### src/rtl/ras_cfg.svh
// Offsets, field positions, reset values and sizes of the return address stack.
`ifndef RAS_CFG_SVH
`define RAS_CFG_SVH

// Register indices; the byte address on the bus is four times the index.
`define RAS_IDX_PTR      8'hDF
`define RAS_IDX_ENT_BASE 8'hF0
`define RAS_IDX_ENT_LAST 8'hFF

// Stack geometry.
`define RAS_DEPTH        4
`define RAS_PC_W         11
`define RAS_PCH_W        3
`define RAS_PCL_W        8
`define RAS_PTR_W        3

// Pointer register fields.
`define RAS_GIE_BIT      7
`define RAS_PTR_LSB      0
`define RAS_PTR_MSB      2

// Pointer codes: empty, top entry in use, overflow.
`define RAS_PTR_EMPTY    3'h7
`define RAS_PTR_FULL     3'h3
`define RAS_PTR_OVER     3'h2

// Reset values.
`define RAS_RST_GIE      1'b0
`define RAS_RST_PTR      3'h7
`define RAS_RST_PC       11'h000

`endif

### src/rtl/ras_pkg.sv
// Types shared by the return address stack.
package ras_pkg;

  typedef logic [2:0]  ras_ptr_t;
  typedef logic [10:0] ras_pc_t;
  typedef logic [1:0]  ras_idx_t;

  typedef enum logic [1:0]
  {
    RAS_BUS_IDLE  = 2'b00,
    RAS_BUS_WRITE = 2'b01,
    RAS_BUS_RWAIT = 2'b10,
    RAS_BUS_RDONE = 2'b11
  } ras_bus_e;

endpackage

### src/rtl/ras_top.sv
// Four level return address stack with an AHB-Lite register port.
//
// The implementer's own choice: register access over AHB-Lite.
`include "ras_cfg.svh"

// Function
// RQ1: Four stack entries hold return addresses, used last in first out.
// RQ2: A three bit level pointer selects the entry for each push or pop.
// RQ3: Each entry holds a saved counter as a 3-bit high and 8-bit low part.
// RQ4: A push decrements the pointer and a pop increments it.
// RQ5: Call and interrupt entry write the counter into the selected entry.
// RQ6: Subroutine or interrupt return pops and returns the latest saved counter.
// RQ7: Pointer 111 is empty; pushes walk 110, 101, 100, 011 using entries 0 to 3.
// RQ8: Bit 7 is the interrupt enable, reset 0; pointer bits reset to ones.
// RQ9: Pointer and entries are reachable by software at fixed addresses.
// RQ10: Software should write all ones to the pointer at program start.
// RQ11: The full eleven bit counter goes into and comes back from the stack.
// RQ12: A fifth push moves the pointer to 010 and stores nothing.
module ras_top
#(
  parameter int ADDR_W = 12
)
(
  input  wire logic                 hclk,
  input  wire logic                 hresetn,
  input  wire logic                 hsel,
  input  wire logic [ADDR_W-1:0]    haddr,
  input  wire logic [1:0]           htrans,
  input  wire logic                 hwrite,
  input  wire logic [2:0]           hsize,
  input  wire logic [31:0]          hwdata,
  input  wire logic                 hready,
  output logic      [31:0]          hrdata,
  output logic                      hreadyout,
  output logic                      hresp,
  input  wire logic                 call_push,
  input  wire logic                 irq_push,
  input  wire logic [10:0]          push_pc,
  input  wire logic                 sub_exit_op,
  input  wire logic                 irq_exit_op,
  output logic      [10:0]          pop_pc,
  output logic                      pop_valid,
  output logic                      global_irq_enable,
  output logic      [2:0]           stack_level_pointer,
  output logic                      stack_overflow
);

  initial
  begin
    if (ADDR_W < 10)
      $error("ras_top: ADDR_W must be at least 10");
  end

  // Maps a pointer code to the entry that a push at that code fills.
  function automatic ras_pkg::ras_idx_t push_slot(input ras_pkg::ras_ptr_t p);
    push_slot = ~p[1:0];
  endfunction

  // Stack state.
  ras_pkg::ras_pc_t   entry_q [`RAS_DEPTH];
  ras_pkg::ras_ptr_t  ptr_q;
  ras_pkg::ras_ptr_t  ptr_d;
  logic               gie_q;
  logic               gie_d;
  ras_pkg::ras_pc_t   pop_pc_q;
  logic               pop_valid_q;

  // Bus state.
  ras_pkg::ras_bus_e  bus_q;
  ras_pkg::ras_bus_e  bus_d;
  logic [7:0]         reg_idx_q;
  logic               idx_hi_ok_q;
  logic [31:0]        hrdata_q;

  // Core side decode.
  wire                push_req   = call_push | irq_push;
  wire                pop_req    = (sub_exit_op | irq_exit_op) & ~push_req;
  wire                is_empty   = (ptr_q == `RAS_PTR_EMPTY);
  wire                is_over    = (ptr_q == `RAS_PTR_OVER);
  wire                can_store  = ptr_q[2];
  wire                push_go    = push_req & ~is_over;
  wire                pop_go     = pop_req & ~is_empty;
  wire [2:0]          ptr_up     = 3'(ptr_q + 3'h1);
  wire [2:0]          ptr_down   = 3'(ptr_q - 3'h1);
  wire [1:0]          wr_slot    = push_slot(ptr_q);
  wire [1:0]          rd_slot    = is_over ? 2'(`RAS_DEPTH - 1) : push_slot(ptr_up);

  // Bus side decode.
  wire                addr_take  = hsel & htrans[1] & hready;
  wire [7:0]          addr_idx   = haddr[9:2];
  wire                addr_hi_ok = (haddr >> 10) == '0;
  wire                sel_ptr    = idx_hi_ok_q & (reg_idx_q == `RAS_IDX_PTR);
  wire                sel_ent    = idx_hi_ok_q & (reg_idx_q >= `RAS_IDX_ENT_BASE)
                                   & (reg_idx_q <= `RAS_IDX_ENT_LAST);
  wire [1:0]          ent_slot   = reg_idx_q[2:1];
  wire                ent_high   = reg_idx_q[0];
  wire                ent_live   = (reg_idx_q[3] == 1'b0);
  wire                wr_now     = (bus_q == ras_pkg::RAS_BUS_WRITE);
  wire                sw_ptr_wr  = wr_now & sel_ptr;
  wire                sw_ent_wr  = wr_now & sel_ent & ent_live;
  wire [10:0]         sw_ent_val = ent_high
                                   ? {hwdata[2:0], entry_q[ent_slot][7:0]}
                                   : {entry_q[ent_slot][10:8], hwdata[7:0]};

  // Read data mux: unused upper entry addresses and reserved bits read zero.
  wire [31:0]         rd_ptr_val = {24'h000000, gie_q, 4'h0, ptr_q};
  wire [31:0]         rd_ent_val = !ent_live ? 32'h00000000
                                   : ent_high ? {29'h00000000, entry_q[ent_slot][10:8]}
                                   : {24'h000000, entry_q[ent_slot][7:0]};
  wire [31:0]         rd_mux     = sel_ptr ? rd_ptr_val
                                   : sel_ent ? rd_ent_val
                                   : 32'h00000000;

  // Pointer and enable next state; a core push or pop beats a software write of the pointer bits.
  always_comb
  begin
    ptr_d = ptr_q;
    gie_d = gie_q;
    if (sw_ptr_wr)
    begin
      gie_d = hwdata[`RAS_GIE_BIT];                            // RQ8
      ptr_d = hwdata[`RAS_PTR_MSB:`RAS_PTR_LSB];               // RQ9
    end
    if (push_go)
      ptr_d = ptr_down;                                        // RQ4 RQ7 RQ12
    else if (pop_go)
      ptr_d = ptr_up;                                          // RQ4
  end

  // Bus sequencer: reads take one wait state so read data leave a flip-flop.
  always_comb
  begin
    bus_d = ras_pkg::RAS_BUS_IDLE;
    unique case (bus_q)
      ras_pkg::RAS_BUS_RWAIT:
        bus_d = ras_pkg::RAS_BUS_RDONE;
      ras_pkg::RAS_BUS_IDLE,
      ras_pkg::RAS_BUS_WRITE,
      ras_pkg::RAS_BUS_RDONE:
        if (addr_take)
          bus_d = hwrite ? ras_pkg::RAS_BUS_WRITE : ras_pkg::RAS_BUS_RWAIT;
    endcase
  end

  always_ff @(posedge hclk or negedge hresetn)
  begin
    if (!hresetn)
    begin
      bus_q       <= ras_pkg::RAS_BUS_IDLE;
      reg_idx_q   <= 8'h00;
      idx_hi_ok_q <= 1'b0;
      hrdata_q    <= 32'h00000000;
    end
    else
    begin
      bus_q <= bus_d;
      if (addr_take)
      begin
        reg_idx_q   <= addr_idx;
        idx_hi_ok_q <= addr_hi_ok;
      end
      if (bus_q == ras_pkg::RAS_BUS_RWAIT)
        hrdata_q <= rd_mux;                                    // RQ9
    end
  end

  always_ff @(posedge hclk or negedge hresetn)
  begin
    if (!hresetn)
    begin
      ptr_q <= `RAS_RST_PTR;                                   // RQ8
      gie_q <= `RAS_RST_GIE;                                   // RQ8
    end
    else
    begin
      ptr_q <= ptr_d;                                          // RQ2
      gie_q <= gie_d;
    end
  end

  // Entries: a push stores the whole counter; overflow pushes store nothing.
  always_ff @(posedge hclk or negedge hresetn)
  begin
    if (!hresetn)
    begin
      for (int i = 0; i < `RAS_DEPTH; i++)
        entry_q[i] <= `RAS_RST_PC;                             // RQ1 RQ3
    end
    else
    begin
      if (sw_ent_wr)
        entry_q[ent_slot] <= sw_ent_val;                       // RQ3 RQ9
      if (push_go && can_store)
        entry_q[wr_slot] <= push_pc;                           // RQ5 RQ7 RQ11 RQ12
    end
  end

  // Return path: the latest saved counter comes back one cycle after a pop.
  always_ff @(posedge hclk or negedge hresetn)
  begin
    if (!hresetn)
    begin
      pop_pc_q    <= `RAS_RST_PC;
      pop_valid_q <= 1'b0;
    end
    else
    begin
      pop_valid_q <= pop_go;                                   // RQ6
      if (pop_go)
        pop_pc_q <= entry_q[rd_slot];                          // RQ1 RQ6 RQ11
    end
  end

  assign hrdata              = hrdata_q;
  assign hreadyout           = (bus_q != ras_pkg::RAS_BUS_RWAIT);
  assign hresp               = 1'b0;
  assign pop_pc              = pop_pc_q;
  assign pop_valid           = pop_valid_q;
  assign global_irq_enable   = gie_q;
  assign stack_level_pointer = ptr_q;
  assign stack_overflow      = is_over;                        // RQ12

endmodule

### config.mk
export PLATFORM = sky130hd
export DESIGN_NAME = ras_top
export DESIGN_NICKNAME = d
export VERILOG_FILES = /design/src/rtl/ras_pkg.sv /design/src/rtl/ras_top.sv
export VERILOG_INCLUDE_DIRS = /design/src /design/src/rtl
export SDC_FILE = /design/constraint.sdc
export NUM_CORES = 1
export LEC_CHECK = 0
export ABC_AREA = 1
export BUFFER_PORTS_ARGS = -buffer_cell sky130_fd_sc_hd__buf_2
export CAP_MARGIN = 40
export CORE_MARGIN = 1.5
export CORE_UTILIZATION = 25
export DETAILED_ROUTE_END_ITERATION = 12
export HOLD_SLACK_MARGIN = 0.06
export PLACE_DENSITY = 0.46
export SLEW_MARGIN = 15
export SYNTH_ARGS = -nofsm -noshare
export SYNTH_HDL_FRONTEND = slang
export SYNTH_SLANG_ARGS = --single-unit
### constraint.sdc
create_clock -name hclk -period 2.3 [get_ports hclk]
set_clock_uncertainty 0.05 [all_clocks]
set_input_delay 0.115 -clock hclk [delete_from_list [all_inputs] [get_ports hclk]]
set_output_delay 0.115 -clock hclk [all_outputs]
set_load 0.005 [all_outputs]
# Word level (Yosys, flattened, before mapping)
# Cells that the tools add are included.
[op_classes]
add_sub_neg = 2
order_cmp = 7
n_eq_ne = 7
n_mux = 26
bitwise_logic = 22
n_reduce_logical = 7
[op_table]
columns = ["op", "count"]
rows = [
  ["44-bit bitwise mux", 2],
  ["44-bit 2-to-1 mux", 2],
  ["11-bit 2-to-1 mux", 7],
  ["11-bit binary-select mux with 2-bit select", 2],
  ["11-bit demux with 2-bit select", 2],
  ["8-bit 2-to-1 mux", 4],
  ["12-bit logical NOT", 1],
  ["1-bit AND", 11],
  ["3-bit greater-or-equal comparator (second input constant)", 3],
  ["3-bit 2-to-1 mux", 3],
  ["2-bit inverter with 3-bit output", 3],
  ["8-bit == test (second input constant)", 1],
  ["8-bit greater-or-equal comparator (second input constant)", 1],
  ["8-bit <= comparator (second input constant)", 1],
  ["3-bit by 1-bit less-than comparator with 1-bit output (second input constant)", 2],
  ["2-bit 2-to-1 mux", 3],
  ["2-bit == test (second input constant)", 2],
  ["1-bit inverter", 4],
  ["2-bit inverter", 2],
  ["2-bit case mux with 2 select lines", 1],
  ["3-bit by 1-bit adder with 3-bit output (second input constant)", 1],
  ["3-bit by 2-bit == test with 1-bit output (second input constant)", 1],
  ["3-bit == test (second input constant)", 1],
  ["1-bit logical AND", 3],
  ["7 further kinds", 8],
]
[word_totals]
register_bits = 103
in_bits = 69
out_inout_bits = 51

# Logic depth before layout (Yosys ltp)
# Gate-level depths: netlist of the first run.
[depth]
depth_word = 9
mapped_depth = 11
depth_no_buf = 9

# Worst setup path after synthesis of the first run
# Ideal clock, no wire load.
[synth_timing]
kind = "reg-to-reg"
start = "register ptr_q[0], in the netlist stack_level_pointer[0]"
end = "register pop_pc_q[0], in the netlist pop_pc[0]"
t_arrival_ns = 1.633
slack_ns = 0.552
path_stages_with_launch = 11
path_buffers = 1
path_cell_list = "dfstp_2 > inv_1 > ha_1 > nand2_1 > nand2_1 > inv_1 > buf_2 > nor2_1 > o21ai_1 > nand2_1 > nand2_1"
[synth_via]
elab_chain_cells = 7
word_cells_on_any_way = 11
cone_classes = "add/sub: 1; eq/ne: 2; mux: 4; bitwise: 4"
[synth_rtl]
columns = ["element", "line", "text"]
rows = [
  ["start: declaration", "ras_top.sv:61", "ras_pkg::ras_ptr_t ptr_q;"],
  ["start signal: assignment", "ras_top.sv:171", "ptr_q <= `RAS_RST_PTR;"],
  ["start signal: assignment", "ras_top.sv:176", "ptr_q <= ptr_d;"],
  ["3-bit by 1-bit adder with 3-bit output", "ras_top.sv:83", "wire [2:0] ptr_up = 3'(ptr_q + 3'h1);"],
  ["2-bit inverter", "ras_top.sv:56", "push_slot = ~p[1:0];"],
  ["2-bit 2-to-1 mux", "ras_top.sv:86", "wire [1:0] rd_slot = is_over ? 2'(`RAS_DEPTH - 1) : push_slot(ptr_up);"],
  ["2-bit inverter with 3-bit output (not written as such)", "ras_top.sv:210", "pop_pc_q <= entry_q[rd_slot];"],
  ["11-bit binary-select mux with 2-bit select", "ras_top.sv:210", ""],
  ["11-bit 2-to-1 mux (not written as such) (2 in series)", "ras_top.sv:210", ""],
  ["end signal: assignment", "ras_top.sv:203", "pop_pc_q <= `RAS_RST_PC;"],
  ["end signal: assignment", "ras_top.sv:210", ""],
  ["end: declaration", "ras_top.sv:65", "ras_pkg::ras_pc_t pop_pc_q;"],
]
# Several ways; a longest one is shown, not always the timed one. The select of a mux whose other input is x is not followed.
# A chain may end at the register's enable or synchronous reset.

# Worst setup path in the final report of the first run
[layout_timing]
start = "register ptr_q[0], in the netlist stack_level_pointer[0]"
end = "register ptr_q[1], in the netlist stack_level_pointer[1]"
[layout_via]
elab_chain_cells = 5
word_cells_on_any_way = 11
cone_classes = "add/sub: 2; eq/ne: 2; mux: 2; bitwise: 4; reduce/logical: 1"
[layout_rtl]
columns = ["element"]
rows = [
  ["branches (longest 5 deep; another with 3-bit by 1-bit adder with 3-bit output)"],
]
# Parallel ways; which one is timed is not known.

==> metrics list, run 1 <==
- The total area inside the core boundary comes to 19,500 um^2.
* Type of origin of the critical path: flip-flop
- The top cell type by area accounts for 38.1% of the synthesized area.
* Cell at the slowest stage of the critical path: sky130_fd_sc_hd__inv_1
- Vert. Die Dim: 144 um
- The number of antenna violations at the first check in global routing is 0.
- In this run the count of I/O pins placed on the die edge is 120.
- Average vias per placed instance: 4.61
- Pins over their slew limit: 0
- Total Power: 7.33 mW
- Clock tree from TritonCTS: built
- The largest single stage delay on the critical path is 0.42 ns.
- The tightest min-delay check is of the input pin to flip-flop type.
* Async set or reset register ratio after synthesis: 100%
- The initialized floorplan defines 51 standard-cell rows.
- Across the VDD grid, the largest voltage drop is 424 uV.
- The root buffer cell chosen for the clock tree is sky130_fd_sc_hd__clkbuf_16.
- Most common cell in the synthesized netlist: sky130_fd_sc_hd__nand2_1
- Summed over all nets, the half-perimeter wirelength after detailed placement is 11,800 um.
* Static Leakage: 2.99 nW
- CTS clk-pin slew, worst paths: 0.06 ns
* Pre-Repair DR Iteration Count: 5
* Total clock sinks: 79
- The synthesized design contains 0 enable-type register cells.
* Fillcell total: 2,178
- Worst Hold Launch: hwdata[0]
* Vias in the first global route: 4,695
* Critical Path AT: 2.27 ns
- DRC: 0
- Final number of hold-violating endpoints: 0
- The critical path goes through buf_4, ha_1, ha_1, inv_1, nand3_1, inv_1, nand2_1, nand3_1, nand3_1, o21ai_0.
* Req. time, crit path: 2.53 ns
- Commonest cells post-synth: sky130_fd_sc_hd__nand2_1 (183), sky130_fd_sc_hd__a21oi_1 (92), sky130_fd_sc_hd__nor2_1 (91), sky130_fd_sc_hd__dfrtp_1 (76), sky130_fd_sc_hd__nand3_1 (72)
* Worst reg2reg path startpoint: stack_level_pointer[0]$_DFFE_PN1P_
- Count of yosys warnings during synthesis: 0
- The setup check on the worst reg-to-reg path leaves a slack of 0.26 ns.
* Post-detailed-route wirelength per cell: 16.3 um
- The count of nets left with antenna violations once routing finished came out at 0.
- Worst skew pair latency: 0.35 ns
* Worst setup EP type: flip-flop
* Number of violations of the max-capacitance limit: 0
- The clock tree synthesis step divided the H-tree into 3 levels.
- Hold is met by 0.106 ns.
* RSZ-0062 raised after global routing: no
- Violation count after the first detailed-routing iteration: 289
- Overall routing resource usage: 17.5%
- Number of clock buffers inserted by TritonCTS: 9
* Starting density of the core: 25.6%
- The count of buffers added on input and output ports is 64.
- Max-Slew Margin vs Limit: 61.3%
* Top area cells in the synthesized netlist: sky130_fd_sc_hd__dfrtp_1 (38%), sky130_fd_sc_hd__nand2_1 (14%), sky130_fd_sc_hd__a21oi_1 (9.2%)
- Aggregate routed wire length: 17,400 um
- A synthesized cell averages 7.13 um^2.
- The most numerous cell type found on the critical path is sky130_fd_sc_hd__nand3_1.
- From synthesis to final layout, the design area changed by 23.3%.
* CTS-repair resized insts: 0
- Static timing analysis puts the maximum clock frequency at 0.490 GHz.
- Length in cells of the worst reg-to-reg path: 10
* Period utilization: 88.8%
- After synthesis the cells add up to 4990 um^2.
- The first global-routing pass estimated 26,700 um of wire.
- In the synthesized netlist the dominant register cell turns out to be sky130_fd_sc_hd__dfrtp_1.
- Global routing finished with a remaining overflow of 0.
* Maximum number of pins on one net before global-route repair: 43
- Hold Path Sink: stack_level_pointer[0]$_DFFE_PN1P_
- The run finished with clean final reports.
- Across all layers, the routed design uses 4,910 vias.
- The congestion estimate from routability-driven global placement came to 0.844.
- Setup total negative slack: 0 ns
- In this run the critical register-to-register path is captured at stack_level_pointer[1]$_DFFE_PN1P_.
* Full die area: 20,800 um^2
- Power density normalized to cell area: 1190 nW/um^2
* Fraction of layout cells with a size suffix above 1: 18.1%
* Critical path type: flip-flop to flip-flop
* Net count, final: 868
* Cell count after synthesis: 700
* Number of antenna repair diodes: 0
* Critical path peak fanout: 16
- Along the worst hold path, the cell count comes to 5.
- The largest total area in the synthesized netlist belongs to sky130_fd_sc_hd__dfrtp_1.
- Overall die width: 144 um
- Cell variety after synth: 31
- Counting along the longest clock path gives a buffer depth of 2.
- For the pin with the worst max-slew slack, the measured transition is 0.579 ns.
* Min Clock Period, post-route: 2.04 ns
- Post-synthesis sequential area ratio: 39.7%
- Count of final setup violators: 0
* Post-synthesis register bit count: 79
registers in the layout (all words and copies together) (netlist names):
register / cells
reg_idx_q: 8
pop_pc: 11
stack_level_pointer: 3
global_irq_enable: 1
hrdata: 8
idx_hi_ok_q: 1
pop_valid: 1
entry_q: 44
bus_q: 2
repair_timing:
action	4_1_cts	5_1_grt
setup buffers	0	0
hold buffers	24	0
endpoints found under the hold margin	93	0
routing by layer:
layer	track usage, %	wire, um	vias up
li1	-	-	2431
met1	23.3	7990	2329
met2	28.7	8240	135
met3	3.77	888	15
met4	4.52	235	0
met5	0	0	-
worst max-delay path: cells and delay by family, from the launching register on:
| family | cells | cell delay, ns |
|---|---|---|
| buffers and inverters | 3 | 0.69 |
| flip-flops | 1 | 0.37 |
| AND/OR/NAND/NOR | 4 | 0.37 |
| adder cells (fa/ha/maj) | 2 | 0.42 |
| AO/OA/AOI/OAI | 1 | 0.08 |
how the worst max path moves through the flow:
stage / start / end / slack (ns) / cells after the start
after floorplan: stack_level_pointer[0]$_DFFE_PN1P_ / pop_pc[0]$_DFFE_PN0P_ / 0.55 / 10
after global placement: stack_level_pointer[0]$_DFFE_PN1P_ / stack_level_pointer[1]$_DFFE_PN1P_ / 0.26 / 10
after detailed placement: stack_level_pointer[0]$_DFFE_PN1P_ / stack_level_pointer[1]$_DFFE_PN1P_ / 0.25 / 10
after CTS: stack_level_pointer[0]$_DFFE_PN1P_ / stack_level_pointer[1]$_DFFE_PN1P_ / 0.23 / 10
after global routing: stack_level_pointer[0]$_DFFE_PN1P_ / stack_level_pointer[1]$_DFFE_PN1P_ / 0.02 / 10
final: stack_level_pointer[0]$_DFFE_PN1P_ / stack_level_pointer[1]$_DFFE_PN1P_ / 0.26 / 10
cell usage in the layout, fill, tap and decap left out, drive strengths merged:
master         n
inv           41
nor2          97
or2            5
bufinv         2
clkinv         1
nand3         83
dfstp          3
ha             5
a21oi         92
nor4           1
clkbuf        10
clkinvlp       2
nor3           2
nand4          1
dfrtp         76
o21ai         46
o31ai          1
dlygate4sd3   24
conb          25
buf           95
nand2        187
power by group:
group	internal, mW	total (mW)	switching (mW)
registers	1.98	2.42	0.438
logic	1.25	3.27	2.02
clock network	0.987	1.63	0.646
metrics by stage:
step,util [%],instances,setup slack [ns],area (um^2)
CTS,31.5,1064,0.228,6160
detailed placement,28.6,1024,0.248,5580
global placement,28.6,1024,0.262,5580
finish,31.5,1064,0.257,6160
floorplan,-,724,0.552,5080
global route,31.5,1064,0.0232,6160
cell families after synthesis:
| logic type | share of synthesized area (%) |
|---|---|
| AND/OR/NAND/NOR | 33.7 |
| adder cells (fa/ha/maj) | 1.25 |
| other | 0.0751 |
| AO/OA/AOI/OAI | 14.1 |
| flip-flops | 39.7 |
| buffers and inverters | 11.2 |
layout make-up:
class | count | area (um^2) | area share, %
tap | 265 | 332 | 5.39
sequential | 79 | 1980 | 32.2
multi-input combinational | 545 | 2540 | 41.3
timing repair buffer | 119 | 821 | 13.3
clock buffer | 10 | 239 | 3.88
clock inverter | 6 | 92.6 | 1.50
inverter | 40 | 150 | 2.44
Power figures use the tool's default switching activity.
==> run 2: changes to the inputs <==
--- a/config.mk
+++ b/config.mk
@@ -10,10 +10,10 @@
 export BUFFER_PORTS_ARGS = -buffer_cell sky130_fd_sc_hd__buf_2
 export CAP_MARGIN = 40
 export CORE_MARGIN = 1.5
-export CORE_UTILIZATION = 25
+export CORE_UTILIZATION = 54
 export DETAILED_ROUTE_END_ITERATION = 12
 export HOLD_SLACK_MARGIN = 0.06
-export PLACE_DENSITY = 0.46
+export PLACE_DENSITY = 0.9
 export SLEW_MARGIN = 15
 export SYNTH_ARGS = -nofsm -noshare
 export SYNTH_HDL_FRONTEND = slang
==> metrics list, run 2 (synthesis gave the netlist of run 1 again) <==
* Combined area of the multi-input logic cells: 2540 um^2 (unchanged)
* RSZ-0062 raised after global routing: no (unchanged)
- Grt ovf: 0 (unchanged)
- Count of final setup violators: 0 (unchanged)
- Commonest non-fill, non-tap cells in the layout: sky130_fd_sc_hd__nand2_1 (183), sky130_fd_sc_hd__a21oi_1 (92), sky130_fd_sc_hd__nor2_1 (91) (unchanged).
- Post-route cell area: 5800 um^2 (was 6160 um^2)
- The net switching component of the power is 2.97 mW (was 3.11 mW).
- GPL Wtd Cong: 0.942 (was 0.844)
- Pins over their slew limit: 0 (unchanged)
- The standard-cell row count was 34 (was 51).
* Share of power burned in combinational logic: 47.8% (was 44.7%)
- Pre-CTS setup slack: 0.196 ns (was 0.248 ns)
- The share of total power in the clock network is 16.0% (was 22.3%).
- The worst min-delay path category is input pin to flip-flop (unchanged).
* Average vias per placed instance: 5.92 (was 4.61)
* Static Leakage: 2.91 nW (was 2.99 nW)
- Overall routing resource usage: 32.1% (was 17.5%)
- The DRC violation total after the first TritonRoute iteration is 566 (was 289).
- Aggregate routed wire length: 15,600 um (was 17,400 um)
* Number of clock buffers inserted by TritonCTS: 9 (unchanged)
- The layout-stage area growth over the synthesis result came to 16.1% (was 23.3%).
- The number of DRC violations after detailed routing was 0 (unchanged).
* Number of violations of the max-capacitance limit: 0 (unchanged)
* Fin util: 65.5% (was 31.5%)
* Outcome: complete, no violations (unchanged)
- Full die area: 9830 um^2 (was 20,800 um^2)
- The global-route wire length before repair came to 24,500 um (was 26,700 um).
* Vert. Die Dim: 99.2 um (was 144 um)
- The area of the core is 8850 um^2 (was 19,500 um^2).
- The count of pins on the block boundary is 120 (unchanged).
- The number of routed nets with antenna violations was 0 (unchanged).
- The layout cell share with drive strength beyond 1 came to 17.9% (was 18.1%).
* CTS clk-pin slew, worst paths: 0.08 ns (was 0.06 ns)
- The number of iterations in the first detailed-routing pass is 6 (was 5).
* Worst skew pair latency: 0.35 ns (about the same)
* Critical path type: flip-flop to flip-flop (unchanged)
- The via count of the routed design was 5,363 (was 4,910).
- Overall die width: 99.2 um (was 144 um)
- The post-detailed-placement cell area is 5360 um^2 (was 5580 um^2).
* Final worst setup slack: 0.119 ns (was 0.257 ns)
- The library cell used as clock root buffer was sky130_fd_sc_hd__clkbuf_8 (was sky130_fd_sc_hd__clkbuf_16).
- CTS HTree Levels: 3 (unchanged)
- Number of antenna repair diodes: 0 (unchanged)
* Internal power component: 3.71 mW (was 4.22 mW)
- The launching element of the worst setup path is stack_level_pointer[0]$_DFFE_PN1P_ (unchanged).
- The maximum clock rate was 0.459 GHz (was 0.490 GHz).
- Proportion of total power due to net switching: 44.4% (was 42.4%)
* Final non-filler cell total: 906 (was 1,064)
- Worst reg2reg path startpoint: stack_level_pointer[0]$_DFFE_PN1P_ (unchanged)
- Power density normalized to cell area: 1150 nW/um^2 (was 1190 nW/um^2)
- Max-Slew Margin vs Limit: 58.6% (was 61.3%)
- Sequential cell fraction of total power: 36.2% (was 33.1%)
- The final worst-path cycle share was 94.8% (was 88.8%).
* Cell total after placement: 866 (was 1,024)
* IO buf count: 64 (unchanged)
* Setup total negative slack: 0 ns (unchanged)
- The critical path capture point type is a flip-flop (unchanged).
* Clock tree from TritonCTS: built (unchanged)
* Total Power: 6.68 mW (was 7.33 mW)
- Starting density of the core: 56.4% (was 25.6%)
* Area occupied by registers: 1980 um^2 (unchanged)
- Total clock sinks: 79 (unchanged)
* Largest register by flop count: entry_q (unchanged)
* Req. time, crit path: 2.54 ns (was 2.53 ns)
- Critical Path AT: 2.42 ns (was 2.27 ns)
* Actual transition at the worst max-transition pin: 0.621 ns (was 0.579 ns)
* Worst Hold Launch: hwdata[0] (unchanged)
- Max reg flops: 44 (unchanged)
- The peak fanout along the critical path came to 12 (was 16).
* Net count, final: 867 (was 868)
* Worst hold slack across all endpoints: 0.109 ns (was 0.106 ns)
* Antenna violations before repair: 0 (unchanged)
- The peak supply drop was 672 uV (was 424 uV).
- Min Clock Period, post-route: 2.18 ns (was 2.04 ns)
* Type of origin of the critical path: flip-flop (unchanged)
- The number of fillers in the final layout came to 764 (was 2,178).
* Maximum number of pins on one net before global-route repair: 47 (was 43)
- The maximum clock path buffer count was 2 (unchanged).
* Most common cell after layout, fill and taps aside: sky130_fd_sc_hd__nand2_1 (unchanged)
- The number of endpoints with negative hold slack in the final report was 0 (unchanged).
* Post-detailed-route wirelength per cell: 17.2 um (was 16.3 um)
- The placed wire-length estimate is 10,200 um (was 11,800 um).
- The via count of the first global-routing pass was 5,137 (was 4,695).
-- run 2: layer usage --
| layer | wire length, um | track usage [%] | up-vias | part of all wire (%) |
|---|---|---|---|---|
| met5 | 0 | 0 | - | 0 |
| met4 | 763 | 17.4 | 0 | 4.9 |
| met3 | 1990 | 7.03 | 93 | 13 |
| met2 | 7190 | 52.7 | 431 | 46 |
| met1 | 5660 | 39.7 | 2419 | 36 |
| li1 | - | - | 2420 | - |
-- run 2: final timing paths --
path	endpoint	depth (start not counted)	slack [ns]
hold / removal	stack_level_pointer[0]$_DFFE_PN1P_	5	0.11
min in group asynchronous	idx_hi_ok_q$_DFFE_PN0P_	2	0.26
hold reg to reg	pop_pc[0]$_DFFE_PN0P_	2	0.43
setup / recovery	pop_pc[4]$_DFFE_PN0P_	8	0.12
setup reg to reg	pop_pc[4]$_DFFE_PN0P_	8	0.12
max in group asynchronous	stack_level_pointer[1]$_DFFE_PN1P_	3	1.16
-- run 2: final cells by class --
class                           count  share of cell area [%]
Clock buffer                       11                    2.44
Clock inverter                      5                   0.993
Inverter                           40                    2.59
Multi-Input combinational cell    545                    43.8
Sequential cell                    79                    34.2
Tap cell                          108                    2.33
Timing Repair Buffer              118                    13.7
-- run 2: timing repair --
action / in CTS / in global routing
setup buffers: 0 / 0
hold buffers: 24 / 0
resized for setup: 0 / 0
endpoints found under the hold margin: 100 / 0
-- run 2: worst max-delay path, cell delays in order (launching register included) --
cell and delay [ns]:
sky130_fd_sc_hd__dfstp_2 0.54, sky130_fd_sc_hd__inv_1 0.08, sky130_fd_sc_hd__ha_1 0.25, sky130_fd_sc_hd__o21ai_2 0.49
sky130_fd_sc_hd__buf_6 0.24, sky130_fd_sc_hd__o21ai_0 0.09, sky130_fd_sc_hd__o21ai_0 0.14, sky130_fd_sc_hd__nand2_1 0.13
sky130_fd_sc_hd__nand2_1 0.10
-- run 2: power by group through the flow --
stage / logic (mW) / clock network (mW) / registers [mW]
finish: 3.19 / 1.07 / 2.41
global route: 3.52 / 1.12 / 2.48
global placement: 2.91 / 0 / 2.39
CTS: 3.11 / 1.07 / 2.40
detailed placement: 3.05 / 0 / 2.42
floorplan: 2.15 / 0 / 2.36
==> run 3: changes to the inputs <==
--- a/config.mk
+++ b/config.mk
@@ -14,6 +14,7 @@
 export DETAILED_ROUTE_END_ITERATION = 12
 export HOLD_SLACK_MARGIN = 0.06
 export PLACE_DENSITY = 0.9
+export REMOVE_ABC_BUFFERS = 1
 export SLEW_MARGIN = 15
 export SYNTH_ARGS = -nofsm -noshare
 export SYNTH_HDL_FRONTEND = slang
==> metrics list, run 3 (synthesis gave the netlist of run 1 again) <==
- The detail-routed net length per standard cell is 16.5 um (was 17.2 um).
* Largest register by flop count: entry_q (unchanged)
* End of the critical path: pop_pc[8]$_DFFE_PN0P_ (was pop_pc[4]$_DFFE_PN0P_)
- Fraction of layout cells with a size suffix above 1: 17.5% (was 17.9%)
- The clock input transition at the sequential cells of the worst setup and hold paths is 0.08 ns (about the same).
- The initial core utilization was 56.4% (unchanged).
* Final worst setup slack: 0.164 ns (was 0.119 ns)
- The DRC violation total after the first TritonRoute iteration is 640 (was 566).
* Min Clock Period, post-route: 2.14 ns (was 2.18 ns)
- The relative slew slack came to 57.8% (was 58.6%).
* Grt ovf: 0 (unchanged)
- The count of max-cap constraint violations was 0 (unchanged).
- DRC: 0 (unchanged)
* Length in cells of the worst reg-to-reg path: 9 (was 8)
- Pre-CTS setup slack: 0.101 ns (was 0.196 ns)
- Worst supply voltage drop on vdd: 513 uV (was 672 uV)
- The count of endpoints failing setup in the final report is 0 (unchanged).
- Overall die width: 99.2 um (unchanged)
* Wire length of the first global-routing pass: 24,100 um (was 24,500 um)
- GPL Wtd Cong: 0.966 (was 0.942)
- The count of pins on the block boundary is 120 (unchanged).
- Pre-Repair DR Iteration Count: 7 (was 6)
- The power density normalized to cell area was 1140 nW/um^2 (was 1150 nW/um^2).
- Worst reg2reg path startpoint: stack_level_pointer[0]$_DFFE_PN1P_ (unchanged)
- Vias post-DR: 5,377 (was 5,363)
- Worst hold slack across all endpoints: 0.0930 ns (was 0.109 ns)
- Full die area: 9830 um^2 (unchanged)
* Fillcell total: 769 (was 764)
- Outcome: complete, no violations (unchanged).
- Post-route cell area: 5750 um^2 (was 5800 um^2)
- Total clock sinks: 79 (unchanged)
- Vias in the first global route: 5,004 (was 5,137)
- The launching element of the worst setup path is stack_level_pointer[0]$_DFFE_PN1P_ (unchanged).
- Antenna violations before repair: 0 (unchanged)
- The slack of the worst reg-to-reg path came to 0.16 ns (was 0.12 ns).
* Max reg flops: 44 (unchanged)
- The final cell utilization of the core came to 65.0% (was 65.5%).
* Estimated wirelength of the detail-placed design: 9680 um (was 10,200 um)
- The total count of max-transition violations in the final report was 0 (unchanged).
- Type of origin of the critical path: flip-flop (unchanged)
- Net count, final: 862 (was 867)
- Proportion of total power due to net switching: 45.3% (was 44.4%)
- Final number of hold-violating endpoints: 0 (unchanged)
- Clock power share: 14.6% (was 16.0%)
* Most common cell after layout, fill and taps aside: sky130_fd_sc_hd__nand2_1 (unchanged)
- The number of routed nets with antenna violations is 0 (unchanged).
- Number of clock buffers inserted by TritonCTS: 9 (unchanged)
- The worst min-delay path category is input pin to flip-flop (unchanged).
- The antenna diode count was 0 (unchanged).
- Maximum number of pins on one net before global-route repair: 80 (was 47)
- Terminus of the critical flop-to-flop path: pop_pc[8]$_DFFE_PN0P_ (was pop_pc[4]$_DFFE_PN0P_)
* RSZ-0062 raised after global routing: no (unchanged)
* Overall routing resource usage: 31.3% (was 32.1%)
- Share of power burned in combinational logic: 48.4% (was 47.8%)
* Worst setup EP type: flip-flop (unchanged)
- Actual transition at the worst max-transition pin: 0.632 ns (was 0.621 ns)
- DP Area: 5320 um^2 (was 5360 um^2)
- Critical path type: flip-flop to flip-flop (unchanged)
- The standard-cell row count is 34 (unchanged).
* Critical path peak fanout: 16 (was 12)
- Static Leakage: 2.88 nW (was 2.91 nW)
- The y dimension of the die was 99.2 um (unchanged).
- The final standard cell count with taps included and fillers excluded was 901 (was 906).
* CTS HTree Levels: 3 (unchanged)
* Worst skew pair latency: 0.36 ns (was 0.35 ns)
- Critical Path AT: 2.34 ns (was 2.42 ns)
- Commonest non-fill, non-tap cells in the layout: sky130_fd_sc_hd__nand2_1 (183), sky130_fd_sc_hd__a21oi_1 (92), sky130_fd_sc_hd__nor2_1 (91) (unchanged).
* Internal power component: 3.59 mW (was 3.71 mW)
- The clock tree from TritonCTS was built (unchanged).
- The maximum clock rate came to 0.468 GHz (was 0.459 GHz).
- The library cell used as clock root buffer is sky130_fd_sc_hd__clkbuf_8 (unchanged).
* Req. time, crit path: 2.51 ns (was 2.54 ns)
- The final worst-path cycle share came to 92.9% (was 94.8%).
- IO buf count: 64 (unchanged)
- The proportion of power drawn by flip-flops and latches came to 37.0% (was 36.2%).
* Cell total after placement: 859 (was 866)
- The sum of negative setup slack is 0 ns (unchanged).
- Aggregate routed wire length: 14,900 um (was 15,600 um)
- Average vias per placed instance: 5.97 (was 5.92)
* Clock Path Buffers: 2 (unchanged)
* Area growth, synth to finish: 15.2% (was 16.1%)
* Total Power: 6.56 mW (was 6.68 mW)
* Switching power: 2.97 mW (about the same)
- The area of the core was 8850 um^2 (unchanged).
run 3: power groups by stage:
stage / registers [mW] / clock network [mW] / logic (mW)
6_report: 2.43 / 0.956 / 3.18
5_1_grt: 2.50 / 1.03 / 3.52
4_1_cts: 2.41 / 0.959 / 3.09
3_5_place_dp: 2.44 / 0 / 3.03
3_3_place_gp: 2.40 / 0 / 2.88
2_1_floorplan: 2.40 / 0 / 1.95
run 3: area by class of cell:
type                    instances  area, um^2  area share (%)
multi-input cells             545        2540            44.2
clock inverters                 5        33.8           0.587
repair buffers                113         767            13.3
well taps                     108         135            2.35
inverters                      40         154            2.68
flip-flops and latches         79        1980            34.4
clock buffers                  11         141            2.46
run 3: layer usage:
metal / global-route usage [%] / routed length, um / vias to the layer above
li1: - / - / 2414
met2: 48.8 / 6510 / 442
met4: 18.6 / 983 / 0
met1: 39.7 / 5420 / 2393
met5: 0 / 0 / -
met3: 7.52 / 1950 / 128
run 3: worst min-delay path by stage:
stage / start / endpoint / slack [ns] / cells after the start
after floorplan: hresetn / bus_q[0]$_DFF_PN0_ / -0.23 / 0
after global placement: hresetn / pop_pc[0]$_DFFE_PN0P_ / 0.13 / 2
after detailed placement: hresetn / pop_pc[0]$_DFFE_PN0P_ / 0.13 / 2
after CTS: hready / bus_q[1]$_DFF_PN0_ / 0.09 / 3
after global routing: hready / bus_q[1]$_DFF_PN0_ / 0.12 / 3
final: hready / bus_q[1]$_DFF_PN0_ / 0.09 / 3
run 3: what timing repair did:
| action | in CTS | in global routing |
|---|---|---|
| setup buffers | 0 | 2 |
| hold buffers | 24 | 0 |
| gates resized for setup | 0 | 1 |
| setup endpoints to repair | 0 | 1 |
| endpoints found under the hold margin | 133 | 0 |
run 3: critical path, stage by stage (launching register included):
cell and delay, ns:
sky130_fd_sc_hd__dfstp_2 0.54, sky130_fd_sc_hd__buf_4 0.25, sky130_fd_sc_hd__ha_1 0.23, sky130_fd_sc_hd__ha_1 0.15
sky130_fd_sc_hd__inv_1 0.05, sky130_fd_sc_hd__nand3_1 0.25, sky130_fd_sc_hd__clkinvlp_4 0.17, sky130_fd_sc_hd__buf_4 0.20
sky130_fd_sc_hd__nand2_1 0.08, sky130_fd_sc_hd__nand2_1 0.05
